==> config.mk <==
export PLATFORM = sky130hd
export DESIGN_NAME = rcl_sequencer
export DESIGN_NICKNAME = d
export VERILOG_FILES = /design/src/pkg/rcl_pkg.sv /design/src/rtl/rcl_cfg_shadow.sv /design/src/rtl/rcl_rc_tick.sv /design/src/rtl/rcl_sequencer.sv
export SDC_FILE = /design/constraint.sdc
export NUM_CORES = 1
export LEC_CHECK = 0
export BUFFER_PORTS_ARGS = -buffer_cell sky130_fd_sc_hd__buf_2
export CAP_MARGIN = 20
export CORE_MARGIN = 3
export CORE_UTILIZATION = 45
export DETAILED_ROUTE_END_ITERATION = 7
export GPL_TIMING_DRIVEN = 0
export HOLD_SLACK_MARGIN = 0.03
export PLACE_DENSITY_LB_ADDON = 0.12
export SLEW_MARGIN = 20
export SYNTH_ARGS = -nofsm -noshare
export SYNTH_HDL_FRONTEND = slang
export SYNTH_SLANG_ARGS = --single-unit
==> constraint.sdc <==
create_clock -name ref_clk -period 4.6 [get_ports ref_clk]
set_input_delay 0.46 -clock ref_clk [delete_from_list [all_inputs] [get_ports ref_clk]]
set_output_delay 0.46 -clock ref_clk [all_outputs]
set_load 0.02 [all_outputs]
==> src/pkg/rcl_pkg.sv <==
// rcl_pkg: constants and types for the reset and configuration load sequencer
package rcl_pkg;
   // power-up delay timer: 5-bit counter on the internal rc oscillator
   localparam int PDT_WIDTH = 5;
   localparam logic [4:0] PDT_TERMINAL = 5'h1f;
   // rc oscillator period in ns and ref_clk period in ns
   localparam int RC_PERIOD_NS = 32000;
   localparam int CLK_PERIOD_NS = 8;
   localparam int RC_HALF_CYCLES = (RC_PERIOD_NS / CLK_PERIOD_NS) / 2;
   localparam int RC_DIV_WIDTH = 12;
   // program memory vectors
   localparam logic [15:0] RESET_VECTOR = 16'h0000;
   localparam logic [15:0] HIGH_INT_VECTOR = 16'h0008;
   localparam logic [15:0] LOW_INT_VECTOR = 16'h0018;
   // configuration area: last eight bytes of program memory
   localparam logic [15:0] CFG_BASE_16K = 16'h3ff8;
   localparam logic [15:0] CFG_BASE_32K = 16'h7ff8;
   localparam logic [15:0] CFG_BASE_64K = 16'hfff8;
   localparam int CFG_BYTES = 8;
   localparam logic [2:0] CFG_LAST_BYTE = 3'h7;
   // memory size selector codes
   localparam logic [1:0] MEM_16K = 2'h0;
   localparam logic [1:0] MEM_32K = 2'h1;
   localparam logic [1:0] MEM_64K = 2'h2;
   // config mismatch flag position in the reset control register
   localparam int MISMATCH_FLAG_BIT = 5;
   localparam logic MISMATCH_FLAG_RESET = 1'b1;
   // sequencer states
   typedef enum logic [2:0] {
      RCL_POR = 3'b000,
      RCL_DELAY = 3'b001,
      RCL_LOAD = 3'b010,
      RCL_WAIT_CLEAR = 3'b011,
      RCL_RUN = 3'b100
   } rcl_state_t;
endpackage : rcl_pkg

==> src/rtl/rcl_cfg_shadow.sv <==
// rcl_cfg_shadow: configuration registers with complementary shadow copies
`timescale 1ns/10ps
`default_nettype none
module rcl_cfg_shadow
   import rcl_pkg::*;
(
   input wire logic ref_clk,
   input wire logic rstN,
   input wire logic loadEn,
   input wire logic [2:0] loadIdx,
   input wire logic [7:0] loadByte,
   input wire logic checkEn,
   input wire logic [CFG_BYTES-1:0] upsetMask,
   output logic [8*CFG_BYTES-1:0] cfgWords,
   output logic mismatch
);
   logic [7:0] cfg_r [CFG_BYTES];
   logic [7:0] shadow_r [CFG_BYTES];
   logic [CFG_BYTES-1:0] diff;
   ////////////////////////////////////////////////////////////////////////
   // one byte lane per generate pass; upsetMask models a corrupting event
   genvar g;
   generate
      for (g = 0; g < CFG_BYTES; g++)
      begin : g_lane
         always_ff @(posedge ref_clk or negedge rstN)
         begin
            if (!rstN)
            begin
               cfg_r[g] <= 8'h00;
               shadow_r[g] <= 8'hff;
            end
            else if (loadEn && loadIdx == 3'(g))
            begin
               cfg_r[g] <= loadByte;
               shadow_r[g] <= ~loadByte;
            end
            else if (upsetMask[g])
               cfg_r[g] <= cfg_r[g] ^ 8'h01;
         end
         // byte and shadow must be exact complements
         assign diff[g] = (cfg_r[g] != ~shadow_r[g]);
         assign cfgWords[8*g +: 8] = cfg_r[g];
      end
   endgenerate
   // any disagreeing lane flags a mismatch while checking
   always_ff @(posedge ref_clk or negedge rstN)
   begin
      if (!rstN)
         mismatch <= 1'b0;
      else
         mismatch <= checkEn & (|diff);
   end
endmodule : rcl_cfg_shadow
`default_nettype wire

==> src/rtl/rcl_rc_tick.sv <==
// rcl_rc_tick: internal rc oscillator model producing one tick per rc period
`timescale 1ns/10ps
`default_nettype none
module rcl_rc_tick
   import rcl_pkg::*;
(
   input wire logic ref_clk,
   input wire logic rstN,
   output logic rcTick
);
   logic [RC_DIV_WIDTH-1:0] divCnt_r;
   logic phase_r;
   wire divDone = (divCnt_r == RC_DIV_WIDTH'(RC_HALF_CYCLES - 1));
   ////////////////////////////////////////////////////////////////////////
   // free running divider, tick on each full rc period
   always_ff @(posedge ref_clk or negedge rstN)
   begin
      if (!rstN)
      begin
         divCnt_r <= '0;
         phase_r <= 1'b0;
         rcTick <= 1'b0;
      end
      else
      begin
         divCnt_r <= divDone ? '0 : divCnt_r + 1'b1;
         if (divDone)
            phase_r <= ~phase_r;
         rcTick <= divDone & phase_r;
      end
   end
endmodule : rcl_rc_tick
`default_nettype wire

==> src/rtl/rcl_sequencer.sv <==
// rcl_sequencer: reset release, power-up delay and configuration load
`timescale 1ns/10ps
`default_nettype none
//
// Summary of operation
// - compare config registers with shadows only while running
// - mismatch forces reset without software
// - mismatch clears flag bit five only
// - mismatch acts like other hard resets
// - a hard reset while running reloads configuration words
// - power-up delay timer always enabled
// - delay timer is 5-bit rc counter
// - delay is 32 rc periods, about 1ms
// - device held in reset while counting
// - timer starts after power-on pulse
// - late master clear release starts immediately
// - master clear low resets the device
// - program counter loads 0000h on reset
// - interrupt vectors at 0008h and 0018h
// - top four words copied into config
// - config bytes stored in ascending order
// - config area is last eight bytes
module rcl_sequencer
   import rcl_pkg::*;
(
   input wire logic ref_clk,
   input wire logic rst_n,
   input wire logic porPulse,
   input wire logic masterClearPinN,
   input wire logic softResetReq,
   input wire logic watchdogTimeout,
   input wire logic stackEventReset,
   input wire logic [1:0] memSize,
   input wire logic [7:0] progMemData,
   input wire logic [CFG_BYTES-1:0] upsetMask,
   input wire logic intHighReq,
   input wire logic intLowReq,
   output logic [15:0] progMemAddr,
   output logic progMemRead,
   output logic coreResetN,
   output logic [15:0] pcLoadValue,
   output logic pcLoad,
   output logic configMismatchFlag,
   output logic [8*CFG_BYTES-1:0] cfgWords
);
   ////////////////////////////////////////////////////////////////////////
   // reset release through two flip-flops
   logic rstSync1_r;
   logic rstSync2_r;
   always_ff @(posedge ref_clk or negedge rst_n)
   begin
      if (!rst_n)
      begin
         rstSync1_r <= 1'b0;
         rstSync2_r <= 1'b0;
      end
      else
      begin
         rstSync1_r <= 1'b1;
         rstSync2_r <= rstSync1_r;
      end
   end
   wire rstN = rstSync2_r;

   ////////////////////////////////////////////////////////////////////////
   // internal rc oscillator tick and configuration storage
   logic rcTick;
   logic mismatch;
   logic checkEn;
   logic loadEn_r;
   logic [2:0] loadIdx_r;
   logic [2:0] byteIdx_r;
   rcl_rc_tick u_rc (
      .ref_clk(ref_clk),
      .rstN(rstN),
      .rcTick(rcTick)
   );
   rcl_cfg_shadow u_cfg (
      .ref_clk(ref_clk),
      .rstN(rstN),
      .loadEn(loadEn_r),
      .loadIdx(loadIdx_r),
      .loadByte(progMemData),
      .checkEn(checkEn),
      .upsetMask(upsetMask),
      .cfgWords(cfgWords),
      .mismatch(mismatch)
   );

   ////////////////////////////////////////////////////////////////////////
   // decode of the configuration area base per memory size
   function automatic logic [15:0] cfgBase(input logic [1:0] sel);
      unique case (sel)
         MEM_16K: cfgBase = CFG_BASE_16K;
         MEM_32K: cfgBase = CFG_BASE_32K;
         default: cfgBase = CFG_BASE_64K;
      endcase
   endfunction : cfgBase

   rcl_state_t state_r;
   rcl_state_t state_nxt;
   logic [PDT_WIDTH-1:0] pdtCount_r;
   logic corePc_r;

   // hard reset sources, the mismatch among them
   wire hardReset = !masterClearPinN | softResetReq | watchdogTimeout | stackEventReset | mismatch;
   // done on the tick after terminal count: 32 rc periods in all
   wire pdtDone = (pdtCount_r == PDT_TERMINAL) && rcTick;
   wire loadLast = (byteIdx_r == CFG_LAST_BYTE);
   // ascending byte addresses from the top eight bytes
   wire [15:0] cfgAddr = cfgBase(memSize) + {13'h0000, byteIdx_r};
   assign checkEn = (state_r == RCL_RUN);

   ////////////////////////////////////////////////////////////////////////
   // next state
   always_comb
   begin
      state_nxt = state_r;
      unique case (state_r)
         RCL_POR:
            if (!porPulse)
               state_nxt = RCL_DELAY;
         RCL_DELAY:
            if (pdtDone)
               state_nxt = RCL_LOAD;
         RCL_LOAD:
            if (loadLast && loadEn_r)
               state_nxt = RCL_WAIT_CLEAR;
         RCL_WAIT_CLEAR:
            if (!hardReset)
               state_nxt = RCL_RUN;
         RCL_RUN:
            if (hardReset)
               state_nxt = RCL_LOAD;
         default:
            state_nxt = RCL_POR;
      endcase
      if (porPulse)
         state_nxt = RCL_POR;
   end

   ////////////////////////////////////////////////////////////////////////
   // state, delay counter and load stepping
   always_ff @(posedge ref_clk or negedge rstN)
   begin
      if (!rstN)
      begin
         state_r <= RCL_POR;
         pdtCount_r <= '0;
         byteIdx_r <= '0;
         loadEn_r <= 1'b0;
         loadIdx_r <= '0;
      end
      else
      begin
         state_r <= state_nxt;
         // counts rc ticks in RCL_DELAY, cleared in other states, no option disables it
         if (state_r != RCL_DELAY)
            pdtCount_r <= '0;
         else if (rcTick && !pdtDone)
            pdtCount_r <= pdtCount_r + 1'b1;
         // read address issued one cycle before the byte is captured
         loadEn_r <= (state_r == RCL_LOAD) && !loadEn_r;
         loadIdx_r <= byteIdx_r;
         if (state_r != RCL_LOAD)
            byteIdx_r <= '0;
         else if (loadEn_r && !loadLast)
            byteIdx_r <= byteIdx_r + 1'b1;
      end
   end

   ////////////////////////////////////////////////////////////////////////
   // registered outputs
   always_ff @(posedge ref_clk or negedge rstN)
   begin
      if (!rstN)
      begin
         progMemAddr <= '0;
         progMemRead <= 1'b0;
         coreResetN <= 1'b0;
         pcLoadValue <= RESET_VECTOR;
         pcLoad <= 1'b0;
         corePc_r <= 1'b0;
         configMismatchFlag <= MISMATCH_FLAG_RESET;
      end
      else
      begin
         progMemAddr <= cfgAddr;
         // one read per byte, in the cycle before its capture edge
         progMemRead <= (state_nxt == RCL_LOAD) && (state_r == RCL_LOAD) && !loadEn_r;
         coreResetN <= (state_nxt == RCL_RUN);
         corePc_r <= (state_nxt == RCL_RUN);
         // flag cleared only by a mismatch event, sticky otherwise
         if (mismatch)
            configMismatchFlag <= 1'b0;
         // vector select: reset vector wins over interrupts
         pcLoad <= 1'b0;
         if (state_nxt != RCL_RUN)
         begin
            pcLoadValue <= RESET_VECTOR;
            pcLoad <= 1'b1;
         end
         else if (corePc_r && intHighReq)
         begin
            pcLoadValue <= HIGH_INT_VECTOR;
            pcLoad <= 1'b1;
         end
         else if (corePc_r && intLowReq)
         begin
            pcLoadValue <= LOW_INT_VECTOR;
            pcLoad <= 1'b1;
         end
      end
   end
endmodule : rcl_sequencer
`default_nettype wire

==> out/metrics.cfg, run 1 <==
[outcome]
status = completed

[critical_path]
worstPathRequired_ns = 4.88
criticalPathCategory = register to register
reg2regPathDepth = 5
setup.worst_path.start = u_cfg.shadow_r[27]
critPathCaptureType = register
critPathLaunchType = register
r2r_start = u_cfg.shadow_r[27]
crit_fanout = 2
arrival_ns = 2.28

[synthesis]
synth.distinct_cells = 48
synthTopCellsByArea = dfrtp_1 35%, dfstp_2 23%, xnor2_1 6.0%
synth_top_area_frac = 0.349
ys_seq_area_frac = 0.579
ys_ff_latch = 169
syn_avg_cell_area_um2 = 11.5
syn_area_um2 = 7450
async_flop_share = 1.00
yosys_warnings = 0
synth_top_area_cell = dfrtp_1
synth_edf_count = 0
synthFlopType = dfrtp_1
syn_inst = 648

[timing]
skew_ns = 0.00929
worstMarginPinSlew_ns = 0.659
drv_slew = 0
hold_viol = 0
relSlewSlack = 0.558
worst_slack_ns = 2.60
fmax_mhz = 499
setup_viol = 0
post-route-period-util = 0.435
post-route-min-period_ns = 2.00
fin_setup_tns_ns = 0
rsz0062_at_grt = false
hold_ws_ns = 0.230

[hold_path]
hold_class = input port to register
hold_depth = 2
min_from = memSize[0]

[finish]
area_growth_pct = 20.6
final_area_um2 = 8980
final_nets = 828
diodes = 0
fin_cells = 1025
layout-drive-gt1-share = 0.363
final_util = 0.559

[global_routing]
grt_max_degree = 56
grt.overflow.total = 0
grtUsageMet3 = 0.0484
grt_pass1_vias = 5267
grt_pass1_wl_um = 28400
grt-busiest-layer = met2
grtUsageMet1 = 0.266
gr-usage-all-layers = 0.205
grt_util_met2 = 0.345
antenna_found_initial = 0

[floorplanning]
die_h_um = 135
core_area_um2 = 16100
rows = 46
die_w_um = 135
ioPinCount = 127
start_util = 0.464
floorplan.die_area_um2 = 18100

[clock_network]
cts_hold_buffers = 1
clock_latency_ns = 0.42
cts_made_buffers = 17
htreeDepth = 4
clockRootBuffer = clkbuf_16
cts_resized = 0
post-cts-setup-buffer-count = 0
cts.clk_slew.worst_paths_ns = 0.06
cts_buffer_depth = 2
clock-sinks = 169
cts_tree = done

[placed_design]
hpwl_um = 13200
dp.cells = 992
dp_slack_ns = 2.62
place_congestion = 0.793
numPortBuffers = 111
placed_area_um2 = 8400

[power_and_ir_drop]
p_leak_nw = 4.26
total_power_mw = 3.73
ir_drop_v = 0.000268
power_density_nw_per_um2 = 415

[run]
drv_cap = 0

[routing]
drt-initial-drc-count = 201
vias = 5143
wl_per_cell_um = 17.6
via_per_inst = 5.02
drt_wl_total_um = 18000
antenna_left = 0
drcViolationCount = 0
drt_first_pass_iters = 5

==> power breakdown <==
group | internal [mW] | switching (mW)
combinational | 0.240 | 0.301
clock | 0.840 | 0.567
sequential | 1.65 | 0.129
==> worst paths after layout <==
check,end,slack (ns)
setup / recovery,u_cfg.mismatch,2.60
min in group asynchronous,u_cfg.cfgWords[36],0.28
hold / removal,progMemAddr[14],0.23
max in group asynchronous,u_cfg.shadow_r[61],3.39
hold reg to reg,u_cfg.cfgWords[36],0.28
setup reg to reg,u_cfg.mismatch,2.60
==> flip-flops by register name (all words and copies together), names as in the netlist <==
| signal | cells |
|---|---|
| state_r | 3 |
| pcLoad | 1 |
| u_cfg.cfgWords | 64 |
| corePc_r | 1 |
| u_cfg.mismatch | 1 |
| progMemRead | 1 |
| pdtCount_r | 5 |
| rstN | 1 |
| u_rc.rcTick | 1 |
| u_cfg.shadow_r | 64 |
| rstSync1_r | 1 |
| loadEn_r | 1 |
| pcLoadValue | 2 |
| u_rc.divCnt_r | 12 |
| u_rc.phase_r | 1 |
| byteIdx_r | 3 |
| configMismatchFlag | 1 |
| progMemAddr | 6 |
==> cell usage after synthesis, types with 9 or more instances <==
master	count
a21o_1	9
a21oi_1	18
buf_4	27
clkbuf_1	17
dfrtp_1	104
dfstp_2	65
mux2_2	30
nand2_1	98
nand4_1	12
nor2_1	31
nor4_1	12
o21ai_0	52
xnor2_1	51
xor2_1	29
==> layout by cell type (no fill, tap or decap), drive strengths merged, types with 2 or more instances in the layout <==
| cell type | instances |
|---|---|
| conb | 16 |
| nor2b | 5 |
| inv | 5 |
| o21a | 2 |
| o21ai | 52 |
| nand2 | 101 |
| nor2 | 31 |
| a21o | 9 |
| dfrtp | 104 |
| nand3 | 9 |
| xnor2 | 51 |
| a21boi | 2 |
| nor4 | 12 |
| and2 | 3 |
| ha | 5 |
| dfstp | 65 |
| a31oi | 3 |
| clkinv | 4 |
| buf | 150 |
| nand2b | 4 |
| clkinvlp | 2 |
| clkbuf | 41 |
| and3 | 2 |
| mux2i | 8 |
| a21oi | 18 |
| nor3b | 2 |
| bufinv | 2 |
| xor2 | 29 |
| and2b | 2 |
| nand4 | 12 |
| mux2 | 42 |
| nor3 | 5 |
==> worst max-delay path, stage by stage, from the launching register on <==
cell,delay (ns)
dfstp_2,0.54
xnor2_1,0.08
nor4_1,0.39
nand4_1,0.16
nor4_1,0.53
a21boi_0,0.17
==> layer usage <==
metal / part of all wire / wire length, µm / up-vias
li1: - / - / 2433
met1: 0.42 / 7620 / 2551
met2: 0.50 / 9040 / 143
met3: 0.063 / 1130 / 16
met4: 0.013 / 235 / 0
met5: 0 / 0 / -
==> cells by family (layout without fill, tap and decap cells) <==
group,after synthesis,after routing,synth area share
other,2,16,0.00101
adders and majority gates,5,5,0.00840
muxes,50,50,0.0783
AOI/OAI and AO/OA,90,90,0.0669
and+or+nand+nor,194,194,0.124
DFF,169,169,0.579
buffers and inverters,58,205,0.0486
xor gates and xnor gates,80,80,0.0941
==> final cells by class <==
type	count	area, µm²
Fill cell	1443	7070
Sequential cell	169	4310
Multi-Input combinational cell	435	2830
Timing Repair Buffer	115	633
Clock buffer	24	482
Buffer	53	343
Tap cell	216	270
Clock inverter	8	95.1
Inverter	5	18.8
(Power assumes the default switching activity.)
==> run 2: changes to the inputs <==
==> constraint.sdc (replaced) <==
create_clock -name ref_clk -period 2.05 [get_ports ref_clk]
set_input_delay 0.205 -clock ref_clk [delete_from_list [all_inputs] [get_ports ref_clk]]
set_output_delay 0.205 -clock ref_clk [all_outputs]
set_load 0.02 [all_outputs]
==> run 2 against run 1 <==
Compared with the run above:
- critical path depth is the same
- utilization increased by 0.062 points
- first-iteration DRC count grew 22%
- non-clock buffer count is 4 higher
- largest cell class unchanged
- highest routed layer unchanged
==> out/metrics.cfg, run 2 (same netlist as run 1, synthesis figures left out) <==
[outcome]
status = completed

[timing]
post-route-period-util = 0.978  ; +0.543
fmax_mhz = 499  ; -0.15%
post-route-min-period_ns = 2.01  ; +0.00302 ns
rsz0062_at_grt = false
setup_viol = 0  ; unchanged
hold_viol = 0  ; unchanged
skew_ns = 0.00716  ; -0.00213 ns
worstMarginPinSlew_ns = 0.675  ; +0.0158 ns
drv_slew = 0  ; unchanged
fin_setup_tns_ns = 0  ; unchanged
relSlewSlack = 0.548  ; -0.00983
hold_ws_ns = 0.0779  ; -0.152 ns

[clock_network]
clock_latency_ns = 0.42  ; about the same
cts_buffer_depth = 2  ; unchanged
htreeDepth = 4  ; unchanged
clockRootBuffer = clkbuf_16
cts_made_buffers = 17  ; unchanged
cts_tree = done
clock-sinks = 169  ; unchanged
cts.clk_slew.worst_paths_ns = 0.06  ; about the same

[placed_design]
place_congestion = 0.792  ; -0.10%
numPortBuffers = 111  ; unchanged
placed_area_um2 = 8410  ; +0.18%
hpwl_um = 13200  ; -0.42%
dp.cells = 992  ; unchanged

[finish]
area_growth_pct = 20.8
final_nets = 832  ; +0.48%
final_area_um2 = 8990  ; +0.11%
diodes = 0  ; unchanged
final_util = 0.560  ; +0.000624
final_cell_mix = 115 x buf_2, 103 x dfrtp_1, 98 x nand2_1
layout-drive-gt1-share = 0.363  ; about the same
fin_cells = 1028  ; +0.29%
layout_commonest_cell = buf_2

[global_routing]
antenna_found_initial = 0  ; unchanged
gr-usage-all-layers = 0.206  ; +0.00108
grt_pass1_vias = 5295  ; +0.53%
grt_max_degree = 59  ; +5.4%
grt.overflow.total = 0  ; unchanged
grt_pass1_wl_um = 28600  ; +0.68%

[routing]
drcViolationCount = 0  ; unchanged
antenna_left = 0  ; unchanged
via_per_inst = 5.00  ; -0.25%
vias = 5145  ; +0.039%
drt_first_pass_iters = 4  ; -1
drt-initial-drc-count = 246  ; +22%
wl_per_cell_um = 17.4  ; -0.84%
drt_wl_total_um = 17900  ; -0.55%

[floorplanning]
ioPinCount = 127  ; unchanged
start_util = 0.464  ; unchanged
floorplan.die_area_um2 = 18100  ; unchanged
core_area_um2 = 16100  ; unchanged
die_h_um = 135  ; unchanged
die_w_um = 135  ; unchanged
rows = 46  ; unchanged

[critical_path]
criticalPathCategory = register to register
worstPathRequired_ns = 2.33  ; -2.55 ns
critPathCaptureType = register
crit_fanout = 2  ; unchanged
critPathLaunchType = register
arrival_ns = 2.29  ; about the same

[power_and_ir_drop]
ir_drop_v = 0.000583  ; +120%
p_leak_nw = 4.26  ; about the same
power_density_nw_per_um2 = 903  ; +120%

[hold_path]
hold_class = input port to register

[run]
drv_cap = 0  ; unchanged

run 2: cell count changes in the layout (fill, tap and decap cells not counted), sizes merged:
cell and delta:
bufinv -2, clkinv +1, clkbuf -1, dlygate4sd3 +4, clkinvlp +1
run 2: path summary, 6_finish.rpt:
check / startpoint / endpoint / slack [ns] / cells past startpoint
max: u_cfg.shadow_r[8] / u_cfg.mismatch / 0.04 / 5
min reg2reg: rstN / u_cfg.cfgWords[33] / 0.24 / 0
max reg2reg: u_cfg.shadow_r[8] / u_cfg.mismatch / 0.04 / 5
min in group asynchronous: rst_n / rstN / 0.11 / 2
max in group asynchronous: rstN / u_cfg.shadow_r[53] / 0.93 / 2
min: upsetMask[2] / u_cfg.cfgWords[16] / 0.08 / 3
run 2: power breakdown:
group / switching, mW / internal, mW
logic: 0.683 / 0.546
registers: 0.285 / 3.71
clock network: 1.27 / 1.63
total: 2.23 / 5.89
run 2: final cells by class:
cell class / count / area [µm²]
Fill cell: 1449 / 7060
Sequential cell: 169 / 4310
Clock inverter: 8 / 47.5
Timing Repair Buffer: 119 / 688
Clock buffer: 23 / 478
Buffer: 53 / 343
Inverter: 5 / 18.8
Multi-Input combinational cell: 435 / 2830
Tap cell: 216 / 270
run 2: what timing repair did:
action,CTS,global route
hold buffers,5,0
hold endpoints to repair,9,0
endpoints found under the setup margin,1,0
buffers inserted,0,0
gates resized for setup,1,0
run 2: routing by layer:
layer	vias to the layer above	track usage	part of all wire
met3	22	0.0466	0.049
met4	0	0.0707	0.019
met2	118	0.341	0.49
met5	-	0	0
met1	2571	0.267	0.44
li1	2434	-	-
run 2: metrics by stage:
step | setup WS [ns] | total power, mW
floorplan | 0.338 | 4.82
global route | 0.00904 | 8.47
detailed placement | 0.00163 | 5.30
CTS | 0.0782 | 8.19
finish | 0.0449 | 8.12
global placement | -0.263 | 5.24
run 2: worst max-delay path, stage by stage, from the launching register on:
cell and delay (ns):
dfstp_2 0.54, xnor2_1 0.10, nor4_1 0.41, nand4_1 0.20, nor4_2 0.46, a21boi_0 0.16
==> run 3: changes to the inputs <==
==> constraint.sdc (replaced) <==
create_clock -name ref_clk -period 2.05 [get_ports ref_clk]
set_input_delay 0.205 -clock ref_clk [delete_from_list [all_inputs] [get_ports ref_clk]]
set_output_delay 0.205 -clock ref_clk [all_outputs]
set_load 0.1 [all_outputs]
==> run 3 against run 2 <==
Compared with the run above:
- maximum frequency rose by 3.0%
- largest cell class unchanged
- sequential share of layout area is essentially flat
- cell area rose by 0.15%
==> out/metrics.cfg, run 3 (same netlist as run 1, synthesis figures left out) <==
[timing]
setup_viol = 0  ; unchanged
skew_ns = 0.00743  ; +0.000277 ns
worstMarginPinSlew_ns = 0.636  ; -0.0397 ns
relSlewSlack = 0.576  ; +0.0281
hold_viol = 0  ; unchanged
drv_slew = 0  ; unchanged
hold_ws_ns = 0.0683  ; -0.00953 ns
fmax_mhz = 513  ; +3.0%
rsz0062_at_grt = false
fin_setup_tns_ns = 0  ; unchanged
post-route-min-period_ns = 1.95  ; -0.0575 ns
post-route-period-util = 0.950  ; -0.0280

[global_routing]
grt_pass1_wl_um = 27800  ; -2.6%
gr-usage-all-layers = 0.201  ; -0.00452
grt_pass1_vias = 5146  ; -2.8%
antenna_found_initial = 0  ; unchanged
grt_max_degree = 59  ; unchanged
grt.overflow.total = 0  ; unchanged

[floorplanning]
rows = 46  ; unchanged
die_h_um = 135  ; unchanged
core_area_um2 = 16100  ; unchanged
start_util = 0.464  ; unchanged
floorplan.die_area_um2 = 18100  ; unchanged
ioPinCount = 127  ; unchanged
die_w_um = 135  ; unchanged

[placed_design]
place_congestion = 0.792  ; about the same
numPortBuffers = 111  ; unchanged
placed_area_um2 = 8410  ; about the same
hpwl_um = 13100  ; -0.80%

[hold_path]
hold_class = input port to register

[finish]
layout-drive-gt1-share = 0.362  ; -0.00168
final_area_um2 = 9010  ; +0.15%
final_nets = 832  ; unchanged
regArea_um2 = 4320  ; about the same
multi_input_area_um2 = 2830  ; unchanged
fillers = 1425  ; -1.7%
area_growth_pct = 21.0
final_util = 0.561  ; +0.000857
final_cell_mix = 115 x buf_2, 101 x dfrtp_1, 98 x nand2_1
diodes = 0  ; unchanged
layout_commonest_cell = buf_2

[routing]
antenna_left = 0  ; unchanged
wl_met1_um = 7650  ; -3.7%
met3WireLength_um = 974  ; +9.9%
wl_per_cell_um = 17.1  ; -1.8%
drt-initial-drc-count = 170  ; -31%
drcViolationCount = 0  ; unchanged
via_per_inst = 4.98  ; -0.56%
dr.max_layer_used = met4
drt_wl_total_um = 17600  ; -1.7%
vias = 5121  ; -0.47%
route.met2.wl_um = 8690  ; -0.73%
drt_first_pass_iters = 4  ; unchanged

[clock_network]
cts_made_buffers = 17  ; unchanged
clockRootBuffer = clkbuf_16
cts_tree = done
clock_latency_ns = 0.42  ; about the same
post-cts-setup-buffer-count = 0  ; unchanged
htreeDepth = 4  ; unchanged
cts_buffer_depth = 2  ; unchanged
clock-sinks = 169  ; unchanged
cts.clk_slew.worst_paths_ns = 0.06  ; about the same

[critical_path]
crit_path_max_incr_delay_ns = 0.54  ; about the same
arrival_ns = 2.23  ; -0.06 ns
cpMaxStageDelayCell = dfstp_2
criticalPathCategory = register to register
critPathLaunchType = register
crit_chain = xnor2_1 -> nor4_1 -> nand4_1 -> nor4_2 -> a21boi_0
worstPathRequired_ns = 2.33  ; about the same
crit_fanout = 2  ; unchanged
critPathCaptureType = register

[power_and_ir_drop]
power_density_nw_per_um2 = 1040  ; +15%
ir_drop_v = 0.000635  ; +8.8%
p_leak_nw = 4.27  ; +0.19%

[outcome]
status = completed

[run]
drv_cap = 0  ; unchanged

[run 3: cell type report]
class	instances	area share
Sequential cell	169	0.479
Multi-Input combinational cell	435	0.315
Timing Repair Buffer	119	0.0756
Clock buffer	31	0.0597
Buffer	53	0.0382
Tap cell	216	0.0300
Inverter	5	0.00208
Clock inverter	1	0.000556
[run 3: path summary, 6_finish.rpt]
kind	start	endpoint	slack, ns	cells after the start
max	u_cfg.shadow_r[8]	u_cfg.mismatch	0.10	5
min	stackEventReset	corePc_r	0.07	3
max reg2reg	u_cfg.shadow_r[8]	u_cfg.mismatch	0.10	5
min reg2reg	rstN	u_cfg.cfgWords[63]	0.26	0
max in group asynchronous	rstN	u_cfg.shadow_r[16]	0.57	3
min in group asynchronous	rst_n	rstN	0.09	2
[run 3: power by group]
group	switching [mW]	internal (mW)	leakage, nW
combinational	1.87	0.544	2.02
sequential	0.283	3.71	1.98
clock	1.20	1.75	0.266
[run 3: metal layers]
layer  global-route usage  up-vias
met4               0.0662        0
met2                0.336      142
met5                    0        -
met3               0.0518       19
met1                0.257     2511
li1                     -     2449
[run 3: through the flow]
stage,setup slack [ns],cells,total power [mW]
after floorplan,0.0583,662,5.99
after global placement,-0.371,989,6.42
after detailed placement,0.0980,992,6.48
after CTS,0.0638,1029,9.44
after global routing,0.0308,1029,9.70
final,0.102,1029,9.36
[run 3: worst max-delay path: cells and delay by family, from the launching register on]
| family | cells | cell delay [ns] |
|---|---|---|
| XOR/XNOR | 1 | 0.09 |
| AO/OA/AOI/OAI | 1 | 0.15 |
| flip-flops | 1 | 0.54 |
| AND/OR/NAND/NOR | 3 | 1.03 |
[run 3: what timing repair did]
| action | in CTS | in global routing |
|---|---|---|
| endpoints found under the setup margin | 0 | 2 |
| hold endpoints to repair | 9 | 0 |
| hold buffers | 5 | 0 |
| gates resized for setup | 0 | 3 |
